File: src/tecr_pkg.sv
package tecr_pkg;
  // Register byte addresses on APB
  localparam logic [11:0] TECR_ADDR_CONTROL   = 12'h000;  // Timer control
  localparam logic [11:0] TECR_ADDR_COUNT     = 12'h004;  // Counter, high:low bytes
  localparam logic [11:0] TECR_ADDR_COMPARE   = 12'h008;  // Compare period value
  localparam logic [11:0] TECR_ADDR_GATE      = 12'h00C;  // Gate control
  localparam logic [11:0] TECR_ADDR_IRQ_STAT  = 12'h010;  // Sticky status, write one clears
  localparam logic [11:0] TECR_ADDR_IRQ_MASK  = 12'h014;  // Interrupt mask
  // Timer control fields
  localparam int TECR_CS_MSB    = 7;  // Clock source select, upper bit
  localparam int TECR_CS_LSB    = 6;  // Clock source select, lower bit
  localparam int TECR_PS_MSB    = 5;  // Prescale select, upper bit
  localparam int TECR_PS_LSB    = 4;  // Prescale select, lower bit
  localparam int TECR_OSCEN_BIT = 3;  // Dedicated oscillator enable
  localparam int TECR_SYNC_BIT  = 2;  // Synchronisation bypass
  localparam int TECR_ON_BIT    = 0;  // Timer on
  localparam logic [7:0] TECR_CONTROL_MASK  = 8'hFD;  // Bit 1 unimplemented
  localparam logic [7:0] TECR_CONTROL_RESET = 8'h00;
  // Clock source codes
  localparam logic [1:0] TECR_CS_INSTR = 2'h0;  // System clock over four
  localparam logic [1:0] TECR_CS_SYS   = 2'h1;  // System clock
  localparam logic [1:0] TECR_CS_PIN   = 2'h2;  // External pin or dedicated oscillator
  localparam logic [1:0] TECR_CS_SENSE = 2'h3;  // Sensing oscillator
  // Gate control fields
  localparam int TECR_GE_BIT   = 7;  // Gate enable
  localparam int TECR_GPOL_BIT = 6;  // Gate polarity
  localparam int TECR_GTM_BIT  = 5;  // Toggle enable
  localparam int TECR_GSPM_BIT = 4;  // Single pulse enable
  localparam int TECR_GGO_BIT  = 3;  // Single pulse armed
  localparam int TECR_GVAL_BIT = 2;  // Gate value, read only
  localparam logic [7:0] TECR_GATE_WMASK = 8'hF8;
  // Status bits
  localparam int TECR_ST_OVF  = 0;  // Counter overflow
  localparam int TECR_ST_GATE = 1;  // Gate event
  localparam int TECR_ST_TRIG = 2;  // Special event trigger
  localparam int TECR_NUM_ST  = 3;
  // Instruction clock divide
  localparam logic [1:0] TECR_INSTR_DIV_LAST = 2'h3;
  // Counter wrap value
  localparam logic [15:0] TECR_COUNT_MAX = 16'hFFFF;
endpackage

File: src/tecr_edge_sync.sv
`timescale 1ns/1ps
// Two-stage synchroniser with optional bypass and rising edge detect
module tecr_edge_sync (
  input  wire logic ref_clk,      // System clock
  input  wire logic rst,          // Asynchronous reset, active high
  input  wire logic raw_in,       // Asynchronous level
  input  wire logic bypass,       // Skip synchroniser stages
  output logic      level_out,    // Selected level
  output logic      rise_pulse    // One cycle on rising edge
);
  logic meta_ff;   // First stage, read only by second
  logic sync_ff;   // Second stage
  logic prev_ff;   // Last level for edge detect

  // Synchroniser chain
  always_ff @(posedge ref_clk or posedge rst) begin
    if (rst) begin
      meta_ff <= 1'b0;
      sync_ff <= 1'b0;
    end else begin
      meta_ff <= raw_in;
      sync_ff <= meta_ff;
    end
  end

  // Bypass takes the pin directly
  assign level_out = bypass ? raw_in : sync_ff;

  // Edge history
  always_ff @(posedge ref_clk or posedge rst) begin
    if (rst) begin
      prev_ff <= 1'b0;
    end else begin
      prev_ff <= level_out;
    end
  end

  assign rise_pulse = level_out & ~prev_ff;
endmodule

File: src/tecr_timer.sv
`timescale 1ns/1ps
module tecr_timer
  import tecr_pkg::*;
#(
  parameter int PS_WIDTH = 3  // Prescale counter width
) (
  input  wire logic        ref_clk,              // System clock, 100 MHz
  input  wire logic        rst,                  // Asynchronous reset
  input  wire logic        psel,                 // APB select
  input  wire logic        penable,              // APB enable
  input  wire logic        pwrite,               // APB direction
  input  wire logic [11:0] paddr,                // APB byte address
  input  wire logic [31:0] pwdata,               // APB write data
  output logic      [31:0] prdata,               // APB read data
  output logic             pready,               // APB ready
  output logic             pslverr,              // APB error
  input  wire logic        external_clock_pin,   // External count clock
  input  wire logic        dedicated_osc_clk,    // Dedicated oscillator output
  input  wire logic        sensing_oscillator,   // Sensing oscillator output
  input  wire logic        gate_input_pin,       // Gate input
  input  wire logic        special_event_trig,   // Compare match trigger pulse
  output logic             compare_match,        // Match pulse to compare unit
  output logic             irq                   // Level interrupt
);
  import tecr_pkg::*;

  // Elaboration check on prescale counter width
  if (PS_WIDTH < 3) begin : g_ps_width_check
    $error("PS_WIDTH must be at least 3");
  end

  // Timer control, bit 1 held zero
  logic [7:0]  timer_control_ff;
  // Gate control writable bits
  logic [7:0]  gate_control_ff;
  // Counter bytes
  logic [7:0]  count_high_byte_ff;
  logic [7:0]  count_low_byte_ff;
  // Compare period
  logic [7:0]  compare_value_high_ff;
  logic [7:0]  compare_value_low_ff;
  // Interrupt status and mask
  logic [TECR_NUM_ST-1:0] irq_stat_ff;
  logic [TECR_NUM_ST-1:0] irq_mask_ff;
  // Instruction clock divider
  logic [1:0]  instr_div_ff;
  // Prescaler
  logic [PS_WIDTH-1:0] ps_cnt_ff;
  // Gate path state
  logic        gate_toggle_ff;   // Toggle flip-flop
  logic        gate_value_ff;    // Registered gate value
  logic        gate_prev_in_ff;  // Gate input history
  logic        gate_src_prev_ff; // Gate source history
  logic        pulse_run_ff;     // Single pulse window open
  // Bus outputs and match pulse
  logic [31:0] prdata_ff;
  logic        pready_ff;
  logic        compare_match_ff;
  logic        irq_ff;

  // Register-facing fields
  logic [1:0] clock_source_select;
  logic [1:0] prescale_select;
  logic       dedicated_osc_enable;
  logic       sync_bypass;
  logic       timer_on;
  logic       gate_enable;
  logic       gate_polarity;
  logic       gate_toggle_enable;
  logic       single_pulse_enable;
  logic       single_pulse_armed;
  logic       gate_value;

  assign clock_source_select  = timer_control_ff[TECR_CS_MSB:TECR_CS_LSB];
  assign prescale_select      = timer_control_ff[TECR_PS_MSB:TECR_PS_LSB];
  assign dedicated_osc_enable = timer_control_ff[TECR_OSCEN_BIT];
  assign sync_bypass          = timer_control_ff[TECR_SYNC_BIT];
  assign timer_on             = timer_control_ff[TECR_ON_BIT];
  assign gate_enable          = gate_control_ff[TECR_GE_BIT];
  assign gate_polarity        = gate_control_ff[TECR_GPOL_BIT];
  assign gate_toggle_enable   = gate_control_ff[TECR_GTM_BIT];
  assign single_pulse_enable  = gate_control_ff[TECR_GSPM_BIT];
  assign single_pulse_armed   = gate_control_ff[TECR_GGO_BIT];
  assign gate_value           = gate_value_ff;

  // Bus decode
  logic acc_wr;
  logic acc_rd;
  assign acc_wr = psel & penable & pwrite & pready_ff;
  assign acc_rd = psel & penable & ~pwrite & pready_ff;

  // Address compare helper
  function automatic logic hit(input logic [11:0] a, input logic [11:0] r);
    return a == r;
  endfunction

  // Known address check
  function automatic logic mapped(input logic [11:0] a);
    return hit(a, TECR_ADDR_CONTROL) | hit(a, TECR_ADDR_COUNT) |
           hit(a, TECR_ADDR_COMPARE) | hit(a, TECR_ADDR_GATE) |
           hit(a, TECR_ADDR_IRQ_STAT) | hit(a, TECR_ADDR_IRQ_MASK);
  endfunction

  // External pin through synchroniser unless bypassed
  logic ext_raw;
  logic ext_level;
  logic ext_rise;
  assign ext_raw = dedicated_osc_enable ? dedicated_osc_clk : external_clock_pin;
  tecr_edge_sync u_ext_sync (
    .ref_clk    (ref_clk),
    .rst        (rst),
    .raw_in     (ext_raw),
    .bypass     (sync_bypass),
    .level_out  (ext_level),
    .rise_pulse (ext_rise)
  );

  // Sensing oscillator always synchronised
  logic sense_rise;
  tecr_edge_sync u_sense_sync (
    .ref_clk    (ref_clk),
    .rst        (rst),
    .raw_in     (sensing_oscillator),
    .bypass     (1'b0),
    .level_out  (),
    .rise_pulse (sense_rise)
  );

  // Gate input synchronised
  logic gate_in_level;
  tecr_edge_sync u_gate_sync (
    .ref_clk    (ref_clk),
    .rst        (rst),
    .raw_in     (gate_input_pin),
    .bypass     (1'b0),
    .level_out  (gate_in_level),
    .rise_pulse ()
  );

  // Instruction clock tick every fourth system clock
  always_ff @(posedge ref_clk or posedge rst) begin
    if (rst) begin
      instr_div_ff <= 2'h0;
    end else begin
      instr_div_ff <= instr_div_ff + 2'h1;
    end
  end

  // Source selection
  logic src_tick;
  always_comb begin
    unique case (clock_source_select)
      TECR_CS_INSTR: src_tick = (instr_div_ff == TECR_INSTR_DIV_LAST);
      TECR_CS_SYS:   src_tick = 1'b1;
      TECR_CS_PIN:   src_tick = ext_rise;
      TECR_CS_SENSE: src_tick = sense_rise;
    endcase
  end

  // Prescaler, ticks on wrap of selected width
  logic [PS_WIDTH-1:0] ps_last;
  logic                ps_tick;
  always_comb begin
    ps_last = '0;
    unique case (prescale_select)
      2'h0: ps_last = PS_WIDTH'(0);
      2'h1: ps_last = PS_WIDTH'(1);
      2'h2: ps_last = PS_WIDTH'(3);
      2'h3: ps_last = PS_WIDTH'(7);
    endcase
  end
  assign ps_tick = src_tick & timer_on & (ps_cnt_ff >= ps_last);

  always_ff @(posedge ref_clk or posedge rst) begin
    if (rst) begin
      ps_cnt_ff <= '0;
    end else if (!timer_on) begin
      ps_cnt_ff <= '0;
    end else if (src_tick) begin
      ps_cnt_ff <= (ps_cnt_ff >= ps_last) ? '0 : ps_cnt_ff + PS_WIDTH'(1);
    end
  end

  // Gate polarity, toggle and value
  logic gate_pol_in;
  logic gate_pol_rise;
  logic gate_src;
  logic gate_fall;
  assign gate_pol_in   = gate_in_level ^ ~gate_polarity;
  assign gate_pol_rise = gate_pol_in & ~gate_prev_in_ff;
  assign gate_src      = gate_toggle_enable ? gate_toggle_ff : gate_pol_in;

  always_ff @(posedge ref_clk or posedge rst) begin
    if (rst) begin
      gate_prev_in_ff  <= 1'b0;
      gate_src_prev_ff <= 1'b0;
    end else begin
      gate_prev_in_ff  <= gate_pol_in;
      gate_src_prev_ff <= gate_src;
    end
  end

  // Toggle flip-flop, held clear when toggle off or timer off
  always_ff @(posedge ref_clk or posedge rst) begin
    if (rst) begin
      gate_toggle_ff <= 1'b0;
    end else if (!gate_toggle_enable || !timer_on) begin
      gate_toggle_ff <= 1'b0;
    end else if (gate_pol_rise) begin
      gate_toggle_ff <= ~gate_toggle_ff;
    end
  end

  // Single pulse window opens on gate rise while armed
  logic gate_rise_src;
  assign gate_rise_src = gate_src & ~gate_src_prev_ff & ~pulse_run_ff;
  always_ff @(posedge ref_clk or posedge rst) begin
    if (rst) begin
      pulse_run_ff <= 1'b0;
    end else if (!single_pulse_enable || !single_pulse_armed) begin
      pulse_run_ff <= 1'b0;
    end else if (gate_rise_src) begin
      pulse_run_ff <= 1'b1;
    end
  end

  // Gate value as seen by the counter
  logic nxt_gate_value;
  always_comb begin
    if (single_pulse_enable) begin
      nxt_gate_value = single_pulse_armed & (pulse_run_ff | gate_rise_src) & gate_src;
    end else begin
      nxt_gate_value = gate_src;
    end
  end
  always_ff @(posedge ref_clk or posedge rst) begin
    if (rst) begin
      gate_value_ff <= 1'b0;
    end else begin
      gate_value_ff <= nxt_gate_value;
    end
  end
  assign gate_fall = gate_value_ff & ~nxt_gate_value;

  // Count qualification
  logic count_en;
  logic cnt_wr;
  logic [15:0] count_now;
  logic at_period;
  assign count_en  = ps_tick & (~gate_enable | gate_value_ff);
  assign cnt_wr    = acc_wr & hit(paddr, TECR_ADDR_COUNT);
  assign count_now = {count_high_byte_ff, count_low_byte_ff};
  assign at_period = count_now == {compare_value_high_ff, compare_value_low_ff};

  // Counter; write first, then trigger clear, then increment
  logic [15:0] nxt_count;
  logic        ovf_evt;
  always_comb begin
    nxt_count = count_now;
    ovf_evt   = 1'b0;
    if (cnt_wr) begin
      nxt_count = pwdata[15:0];
    end else if (special_event_trig) begin
      nxt_count = 16'h0000;
    end else if (count_en) begin
      nxt_count = count_now + 16'h0001;
      ovf_evt   = (count_now == TECR_COUNT_MAX);
    end
  end
  always_ff @(posedge ref_clk or posedge rst) begin
    if (rst) begin
      count_high_byte_ff <= 8'h00;
      count_low_byte_ff  <= 8'h00;
    end else begin
      count_high_byte_ff <= nxt_count[15:8];
      count_low_byte_ff  <= nxt_count[7:0];
    end
  end

  // Match pulse to compare unit, once per entry
  always_ff @(posedge ref_clk or posedge rst) begin
    if (rst) begin
      compare_match_ff <= 1'b0;
    end else begin
      compare_match_ff <= (nxt_count == {compare_value_high_ff, compare_value_low_ff}) &
                          ~at_period;
    end
  end

  // Timer control register
  always_ff @(posedge ref_clk or posedge rst) begin
    if (rst) begin
      timer_control_ff <= TECR_CONTROL_RESET;
    end else if (acc_wr && hit(paddr, TECR_ADDR_CONTROL)) begin
      timer_control_ff <= pwdata[7:0] & TECR_CONTROL_MASK;
    end
  end

  // Compare value register
  always_ff @(posedge ref_clk or posedge rst) begin
    if (rst) begin
      compare_value_high_ff <= 8'h00;
      compare_value_low_ff  <= 8'h00;
    end else if (acc_wr && hit(paddr, TECR_ADDR_COMPARE)) begin
      compare_value_high_ff <= pwdata[15:8];
      compare_value_low_ff  <= pwdata[7:0];
    end
  end

  // Gate control; fall clears armed bit, set by write wins
  always_ff @(posedge ref_clk or posedge rst) begin
    if (rst) begin
      gate_control_ff <= 8'h00;
    end else begin
      if (acc_wr && hit(paddr, TECR_ADDR_GATE)) begin
        gate_control_ff <= pwdata[7:0] & TECR_GATE_WMASK;
        if (!pwdata[TECR_GSPM_BIT]) begin
          gate_control_ff[TECR_GGO_BIT] <= 1'b0;
        end
      end else if (single_pulse_enable && gate_fall) begin
        gate_control_ff[TECR_GGO_BIT] <= 1'b0;
      end
    end
  end

  // Sticky status; new event beats write-one clear
  logic [TECR_NUM_ST-1:0] st_evt;
  logic [TECR_NUM_ST-1:0] st_clr;
  always_comb begin
    st_evt = '0;
    st_evt[TECR_ST_OVF]  = ovf_evt;
    st_evt[TECR_ST_GATE] = gate_fall;
    st_evt[TECR_ST_TRIG] = special_event_trig;
    st_clr = (acc_wr && hit(paddr, TECR_ADDR_IRQ_STAT)) ? pwdata[TECR_NUM_ST-1:0] : '0;
  end
  always_ff @(posedge ref_clk or posedge rst) begin
    if (rst) begin
      irq_stat_ff <= '0;
    end else begin
      irq_stat_ff <= (irq_stat_ff & ~st_clr) | st_evt;
    end
  end

  // Interrupt mask
  always_ff @(posedge ref_clk or posedge rst) begin
    if (rst) begin
      irq_mask_ff <= '0;
    end else if (acc_wr && hit(paddr, TECR_ADDR_IRQ_MASK)) begin
      irq_mask_ff <= pwdata[TECR_NUM_ST-1:0];
    end
  end

  // Interrupt output
  always_ff @(posedge ref_clk or posedge rst) begin
    if (rst) begin
      irq_ff <= 1'b0;
    end else begin
      irq_ff <= |(irq_stat_ff & irq_mask_ff);
    end
  end

  // APB ready: one wait state, answer in access cycle two
  always_ff @(posedge ref_clk or posedge rst) begin
    if (rst) begin
      pready_ff <= 1'b0;
    end else begin
      pready_ff <= psel & penable & ~pready_ff;
    end
  end

  // Read data mux, loaded with ready
  logic [31:0] rd_mux;
  always_comb begin
    rd_mux = 32'h0000_0000;
    if (hit(paddr, TECR_ADDR_CONTROL)) begin
      rd_mux[7:0] = timer_control_ff;
    end else if (hit(paddr, TECR_ADDR_COUNT)) begin
      rd_mux[15:0] = count_now;
    end else if (hit(paddr, TECR_ADDR_COMPARE)) begin
      rd_mux[15:0] = {compare_value_high_ff, compare_value_low_ff};
    end else if (hit(paddr, TECR_ADDR_GATE)) begin
      rd_mux[7:0] = gate_control_ff;
      rd_mux[TECR_GVAL_BIT] = gate_value;
    end else if (hit(paddr, TECR_ADDR_IRQ_STAT)) begin
      rd_mux[TECR_NUM_ST-1:0] = irq_stat_ff;
    end else if (hit(paddr, TECR_ADDR_IRQ_MASK)) begin
      rd_mux[TECR_NUM_ST-1:0] = irq_mask_ff;
    end
  end
  always_ff @(posedge ref_clk or posedge rst) begin
    if (rst) begin
      prdata_ff <= 32'h0000_0000;
    end else if (psel && penable && !pready_ff && !pwrite) begin
      prdata_ff <= rd_mux;
    end
  end

  // Error on unmapped address
  logic pslverr_ff;
  always_ff @(posedge ref_clk or posedge rst) begin
    if (rst) begin
      pslverr_ff <= 1'b0;
    end else begin
      pslverr_ff <= psel & penable & ~pready_ff & ~mapped(paddr);
    end
  end

  assign prdata        = prdata_ff;
  assign pready        = pready_ff;
  assign pslverr       = pslverr_ff;
  assign compare_match = compare_match_ff;
  assign irq           = irq_ff;
  // Reads have no side effects
  logic unused_rd;
  assign unused_rd = acc_rd;
endmodule

File: config.mk
export PLATFORM = sky130hd
export DESIGN_NAME = tecr_timer
export DESIGN_NICKNAME = d
export VERILOG_FILES = /design/src/tecr_pkg.sv /design/src/tecr_edge_sync.sv /design/src/tecr_timer.sv
export SDC_FILE = /design/constraint.sdc
export NUM_CORES = 1
export LEC_CHECK = 0
export BUFFER_PORTS_ARGS = -buffer_cell sky130_fd_sc_hd__buf_2
export CORE_ASPECT_RATIO = 0.7
export CORE_MARGIN = 2
export CORE_UTILIZATION = 58
export CTS_BUF_LIST = sky130_fd_sc_hd__clkbuf_4
export CTS_CLUSTER_DIAMETER = 120
export DETAILED_ROUTE_END_ITERATION = 6
export GPL_TIMING_DRIVEN = 0
export HOLD_SLACK_MARGIN = 0.03
export MAX_ROUTING_LAYER = met4
export PLACE_DENSITY = 0.82
export SETUP_SLACK_MARGIN = 0.3
export SLEW_MARGIN = 20
export SYNTH_ARGS = -nofsm -noshare
export SYNTH_HDL_FRONTEND = slang
export SYNTH_HIERARCHICAL = 1
export SYNTH_SLANG_ARGS = --single-unit
File: constraint.sdc
create_clock -name ref_clk -period 3.9 [get_ports ref_clk]
set_clock_uncertainty 0.2 [all_clocks]
set_input_delay 0.39 -clock ref_clk [delete_from_list [all_inputs] [get_ports ref_clk]]
set_output_delay 0.39 -clock ref_clk [all_outputs]
set_load 0.02 [all_outputs]
---- After elaboration in Yosys (flattened, before gate mapping) ----
Index checks and enable logic that the tools add are counted.
storage, ports and cells
  latch bits .............................. 0
  RAM bits ................................ 0
  bits in registers ....................... 88
  logic and storage cells ................. 147
  memory bits (read-only) ................. 0
  output and inout port bits .............. 36
  memories kept ........................... 0
  input bits .............................. 54
operators by class
  $add $sub $neg .......................... 3
  reductions and logical operators ........ 24
  equal/unequal tests ..................... 16
  divide/modulo/power cells ............... 0
  shifts and indexed selects .............. 0
  bitwise operators ....................... 42
  multipliers ............................. 0
  magnitude comparators ................... 1
  multiplexer cells ....................... 32
operators with widths
  operator                                               number
  2-to-1 mux 16 bit                                      4
  equality test 16 bit                                   2
  2-to-1 mux 8 bit                                       4
  equality test 12 x 4 -> 1 bit (second input constant)  2
  equality test 12 x 5 -> 1 bit (second input constant)  2
  2-to-1 mux 3 bit                                       7
  bitwise AND 1 bit                                      18
  adder 16 x 1 -> 16 bit (second input constant)         1
  equality test 16 bit (second input constant)           1
  2-to-1 mux 1 bit                                       14
  equality test 12 x 3 -> 1 bit (second input constant)  1
  logical NOT 12 bit                                     1
  inverter 1 bit                                         12
  case mux 3 bit (4 select lines)                        1
  equality test 2 bit (second input constant)            5
  logical AND 1 bit                                      9
  bitwise OR 1 bit                                       7
  bitwise AND 3 bit                                      2
  logical NOT 1 bit                                      6
  nonzero test 2 bit                                     3
  2-to-1 mux 5 bit                                       1
  equality test 2 x 1 -> 1 bit (second input constant)   2
  logical NOT 2 bit                                      2
  case mux 1 bit (4 select lines)                        1
  other kinds (9)                                        10

---- Depth between registers and ports, before layout ----
  depth after elaboration ................. 14
  gate-level depth with buffers ........... 12
  mapped depth without buffers ............ 11

---- Modules after synthesis ----
Netlist, hierarchy kept.
modules (own cells, without submodules)
  module          cells an instance  instances  area each (um^2)
  tecr_timer      517                1          4,833.4
  tecr_edge_sync  6                  3          107.6

---- Worst setup path before layout ----
OpenSTA, ideal clock, no wires.
  path type ............................... register to register
  start point ............................. register timer_control_ff[3]
  end point ............................... register compare_match_ff, in the netlist compare_match
  data arrival time ....................... 2,772 ps
  data required time ...................... 3,589 ps
  setup slack ............................. 817 ps
  cell stages (with the launch flop) ...... 13
  buffers on the path ..................... 1
  cells stage by stage .................... dfrtp_1 > mux2_2 > mux2_4 > nor2b_4 > mux2_2 > o22ai_2 > buf_6 > nor4_1 > xor2_1 > a311oi_1 > o2111ai_1 > a211o_1 > a2111oi_2
on the way
  cells in the longest elaborated chain, start to end .. 12
RTL lines
  element                          line                  source
  from (decl)                      tecr_timer.sv:33      logic [7:0] timer_control_ff;
  from (signal assigned)           tecr_timer.sv:295     timer_control_ff <= pwdata[7:0] & TECR_CONTROL_MASK;
  2-to-1 mux 1 bit                 tecr_timer.sv:108     assign ext_raw = dedicated_osc_enable ? dedicated_osc_clk : external_clock_pin;
  net ext_raw                      tecr_timer.sv:105     logic ext_raw;
  2-to-1 mux 1 bit                 tecr_edge_sync.sv:27  assign level_out = bypass ? raw_in : sync_ff;
  net ext_level                    tecr_timer.sv:106     logic ext_level;
  bitwise AND 1 bit                tecr_edge_sync.sv:38  assign rise_pulse = level_out & ~prev_ff;
  net ext_rise                     tecr_timer.sv:107     logic ext_rise;
  case mux 1 bit (4 select lines)  tecr_timer.sv:152     unique case (clock_source_select)
  bitwise AND 1 bit (2 in series)  tecr_timer.sv:172     assign ps_tick = src_tick & timer_on & (ps_cnt_ff >= ps_last);
  bitwise AND 1 bit                tecr_timer.sv:250     assign count_en = ps_tick & (~gate_enable | gate_value_ff);
  2-to-1 mux 16 bit                tecr_timer.sv:265     end else if (count_en) begin
  2-to-1 mux 16 bit                tecr_timer.sv:263     end else if (special_event_trig) begin
  2-to-1 mux 16 bit                tecr_timer.sv:261     if (cnt_wr) begin
  equality test 16 bit             tecr_timer.sv:285     compare_match_ff <= (nxt_count == {compare_value_high_ff, compare_value_low_ff}) &
  bitwise AND 1 bit                tecr_timer.sv:285
  to (signal assigned)             tecr_timer.sv:285
  to (decl)                        tecr_timer.sv:58      logic compare_match_ff;
The timed path passes the listed nets, and every way through them passes these cells.
A chain may end at the register's enable or synchronous reset.

---- Worst setup path after layout ----
Same ends and word-level chain as after synthesis.

==> flow_metrics.env <==
export IMPL_outcome="finished clean"
export IMPL_min_from="pwdata[0]"
export IMPL_grt_max_degree=50
export IMPL_cpMaxStageDelayCell="xnor2_1"
export IMPL_report_final_hold_viol_count=0
export IMPL_post_route_min_period_ns=3.523
export IMPL_grt_pass1_vias=4214
export IMPL_top_level_ports=90
export IMPL_reg2reg_from="timer_control_ff[3]$_DFFE_PP0P_"
export IMPL_final_period_utilization_pct=90.34
export IMPL_netlist_area_um2=5117
export IMPL_routabilityCongestion=1.015
export IMPL_area_sequential_um2=2202
export IMPL_drtAntennaViolNets=0
export IMPL_clock_insertion_delay_worst_skew_ns=0.46
export IMPL_hold_class="input pin to flop"
export IMPL_drc=0
export IMPL_vias=4619
export IMPL_tritoncts_clock_tree="yes"
export IMPL_synthesis_yosys_warnings=6
export IMPL_postSynthCellCount=533
export IMPL_worst_endpoint_arrival_ns=3.68
export IMPL_cell_family_contributing_the_most_delay_on_the_critical_path="multiplexers"
export IMPL_layout_area_overhead_vs_synth_pct=17.26
export IMPL_route_final_wire_length_mm=15.39
export IMPL_max_cap_violations=0
export IMPL_criticalPathCategory="flop to flop"
export IMPL_cp_buffers_inverters=1
export IMPL_buffer_ports_inserted=57
export IMPL_finalSetupViolations=0
export IMPL_cp_end_kind="flop"
export IMPL_cts_buffers_inserted=9
export IMPL_crit_chain="mux2_2 > mux2_4 > nor2b_4 > mux2_2 > o22ai_4 > buf_8 > nor4_1 > xnor2_1 > nor3_1 > nor4_1 > nand3_1 > a2111oi_4"
export IMPL_fp_dieW_um=116.3
export IMPL_cp_max_fo=5
export IMPL_antenna_found_initial=0
export IMPL_antenna_cells_inserted=0
export IMPL_design_core_area_um2=8513
export IMPL_power_leakage_nw=2.828
export IMPL_hpwl_detailed_mm=11.47
export IMPL_p_total_mw=1.517
export IMPL_crit_start="timer_control_ff[3]$_DFFE_PP0P_"
export IMPL_clock_fmax_mhz=283.8
export IMPL_vdd_ir_drop_worst_mv=0.2213
export IMPL_syn_avg_cell_area_um2=9.601
export IMPL_leading_cell_types_in_the_layout_fill_and_taps_excluded="dfrtp_1, buf_2, nand2_1"
export IMPL_vias_per_cell=6.038
export IMPL_grt_first_pass_wirelength_mm=23.18
export IMPL_start_util_pct=60.11
export IMPL_fp_dieArea_um2=9603
export IMPL_proportion_of_layout_cells_with_a_drive_suffix_above_1_pct=22.95
export IMPL_max_slew_worst_pin_slew_ns=0.9620
export IMPL_fp_dieH_um=82.59
export IMPL_path_clk_slew_ns=0.13
export IMPL_track_usage_pct=34.16
export IMPL_cp_slowest_stage_delay_ns=0.50
export IMPL_cts_sink_count=88
export IMPL_pwr_density_cell_nw_per_um2=252.9
export IMPL_holdWs_ns=0.05251
export IMPL_rows=28
export IMPL_dr_pass1_iters=5
export IMPL_multi_input_combinational_cell_area_um2=2683
export IMPL_area_of_all_placed_cells_without_fillers_um2=6001
export IMPL_drt_initial_drc_count=454
export IMPL_n_fill_cell=684
export IMPL_max_root_sink_buffers=2
export IMPL_relSlewSlack_pct=35.44
export IMPL_number_of_instances_in_the_placed_design=728
export IMPL_finalSetupTns_ns=0
export IMPL_place_ws_ns=0.2930
export IMPL_gr_total_overflow=0
export IMPL_finish_net_count=701
export IMPL_layout_cells_most_common="dfrtp_1"
export IMPL_root_buffer="clkbuf_4"
export IMPL_startpoint_type="flop"
export IMPL_placed_cell_area_um2=5647
export IMPL_htreeDepth=3
export IMPL_grt_setup_unrepaired="no"
export IMPL_layoutNonFillerInstCount=765
export IMPL_fin_ws_ns=0.3769
export IMPL_finish_utilization_pct=70.49
export IMPL_crit_required_ns=4.06
export IMPL_detail_route_wl_per_cell_um=20.12
export IMPL_max_slew_violation_total_from_the_final_report=0
-- flip-flops by register name (all words and copies together), names as in the netlist, 5 cells and up --
signal	flops
compare_value_low_ff	8
prdata	16
gate_control_ff	5
count_low_byte_ff	8
timer_control_ff	7
compare_value_high_ff	8
count_high_byte_ff	8
-- timing repair --
| action | 4_1_cts | 5_1_grt |
|---|---|---|
| pin swaps | 1 | 7 |
| endpoints found under the setup margin | 1 | 1 |
| hold endpoints to repair | 59 | 0 |
| buffers inserted | 1 | 5 |
| resized for setup | 0 | 7 |
| hold buffers | 16 | 0 |
-- area by class of cell --
type / instances / area share (%)
multi-input cells: 391 / 44.70
flip-flops and latches: 88 / 36.70
repair buffers: 80 / 8.632
plain buffers: 44 / 4.066
well taps: 120 / 2.502
inverters: 27 / 1.731
clock buffers: 10 / 1.251
clock inverters: 5 / 0.4170
-- power by group --
group	switching (mW)	total, mW	internal, mW
Combinational	0.0928	0.152	0.0593
Sequential	0.00556	0.926	0.920
Clock	0.311	0.439	0.129
-- worst min-delay path, cell delays in order --
cell	delay, ns
buf_2	0.15
nand2_1	0.06
o21ai_0	0.07
-- metal layers --
layer  wire length, um  vias to the layer above  GRT usage [%]  share of wire, %
met5                 0                        -              -                 0
met4               172                        0          6.905               1.1
met3              1856                       17          10.88                12
met2              6525                      281          48.31                42
met1              6837                     2228          48.26                44
li1                  -                     2093              -                 -
-- worst paths after layout --
check,end,slack (ns),cells past startpoint
setup / recovery,compare_match$_DFF_PP0_,0.38,12
hold / removal,irq_mask_ff[0]$_DFFE_PP0P_,0.05,3
setup reg to reg,compare_match$_DFF_PP0_,0.38,12
hold reg to reg,u_gate_sync/sync_ff$_DFF_PP0_,0.16,0
max in group asynchronous,prdata[12]$_DFFE_PP0P_,2.60,4
min in group asynchronous,u_gate_sync/sync_ff$_DFF_PP0_,0.15,3
No activity file was read; power rests on OpenSTA's default activity.
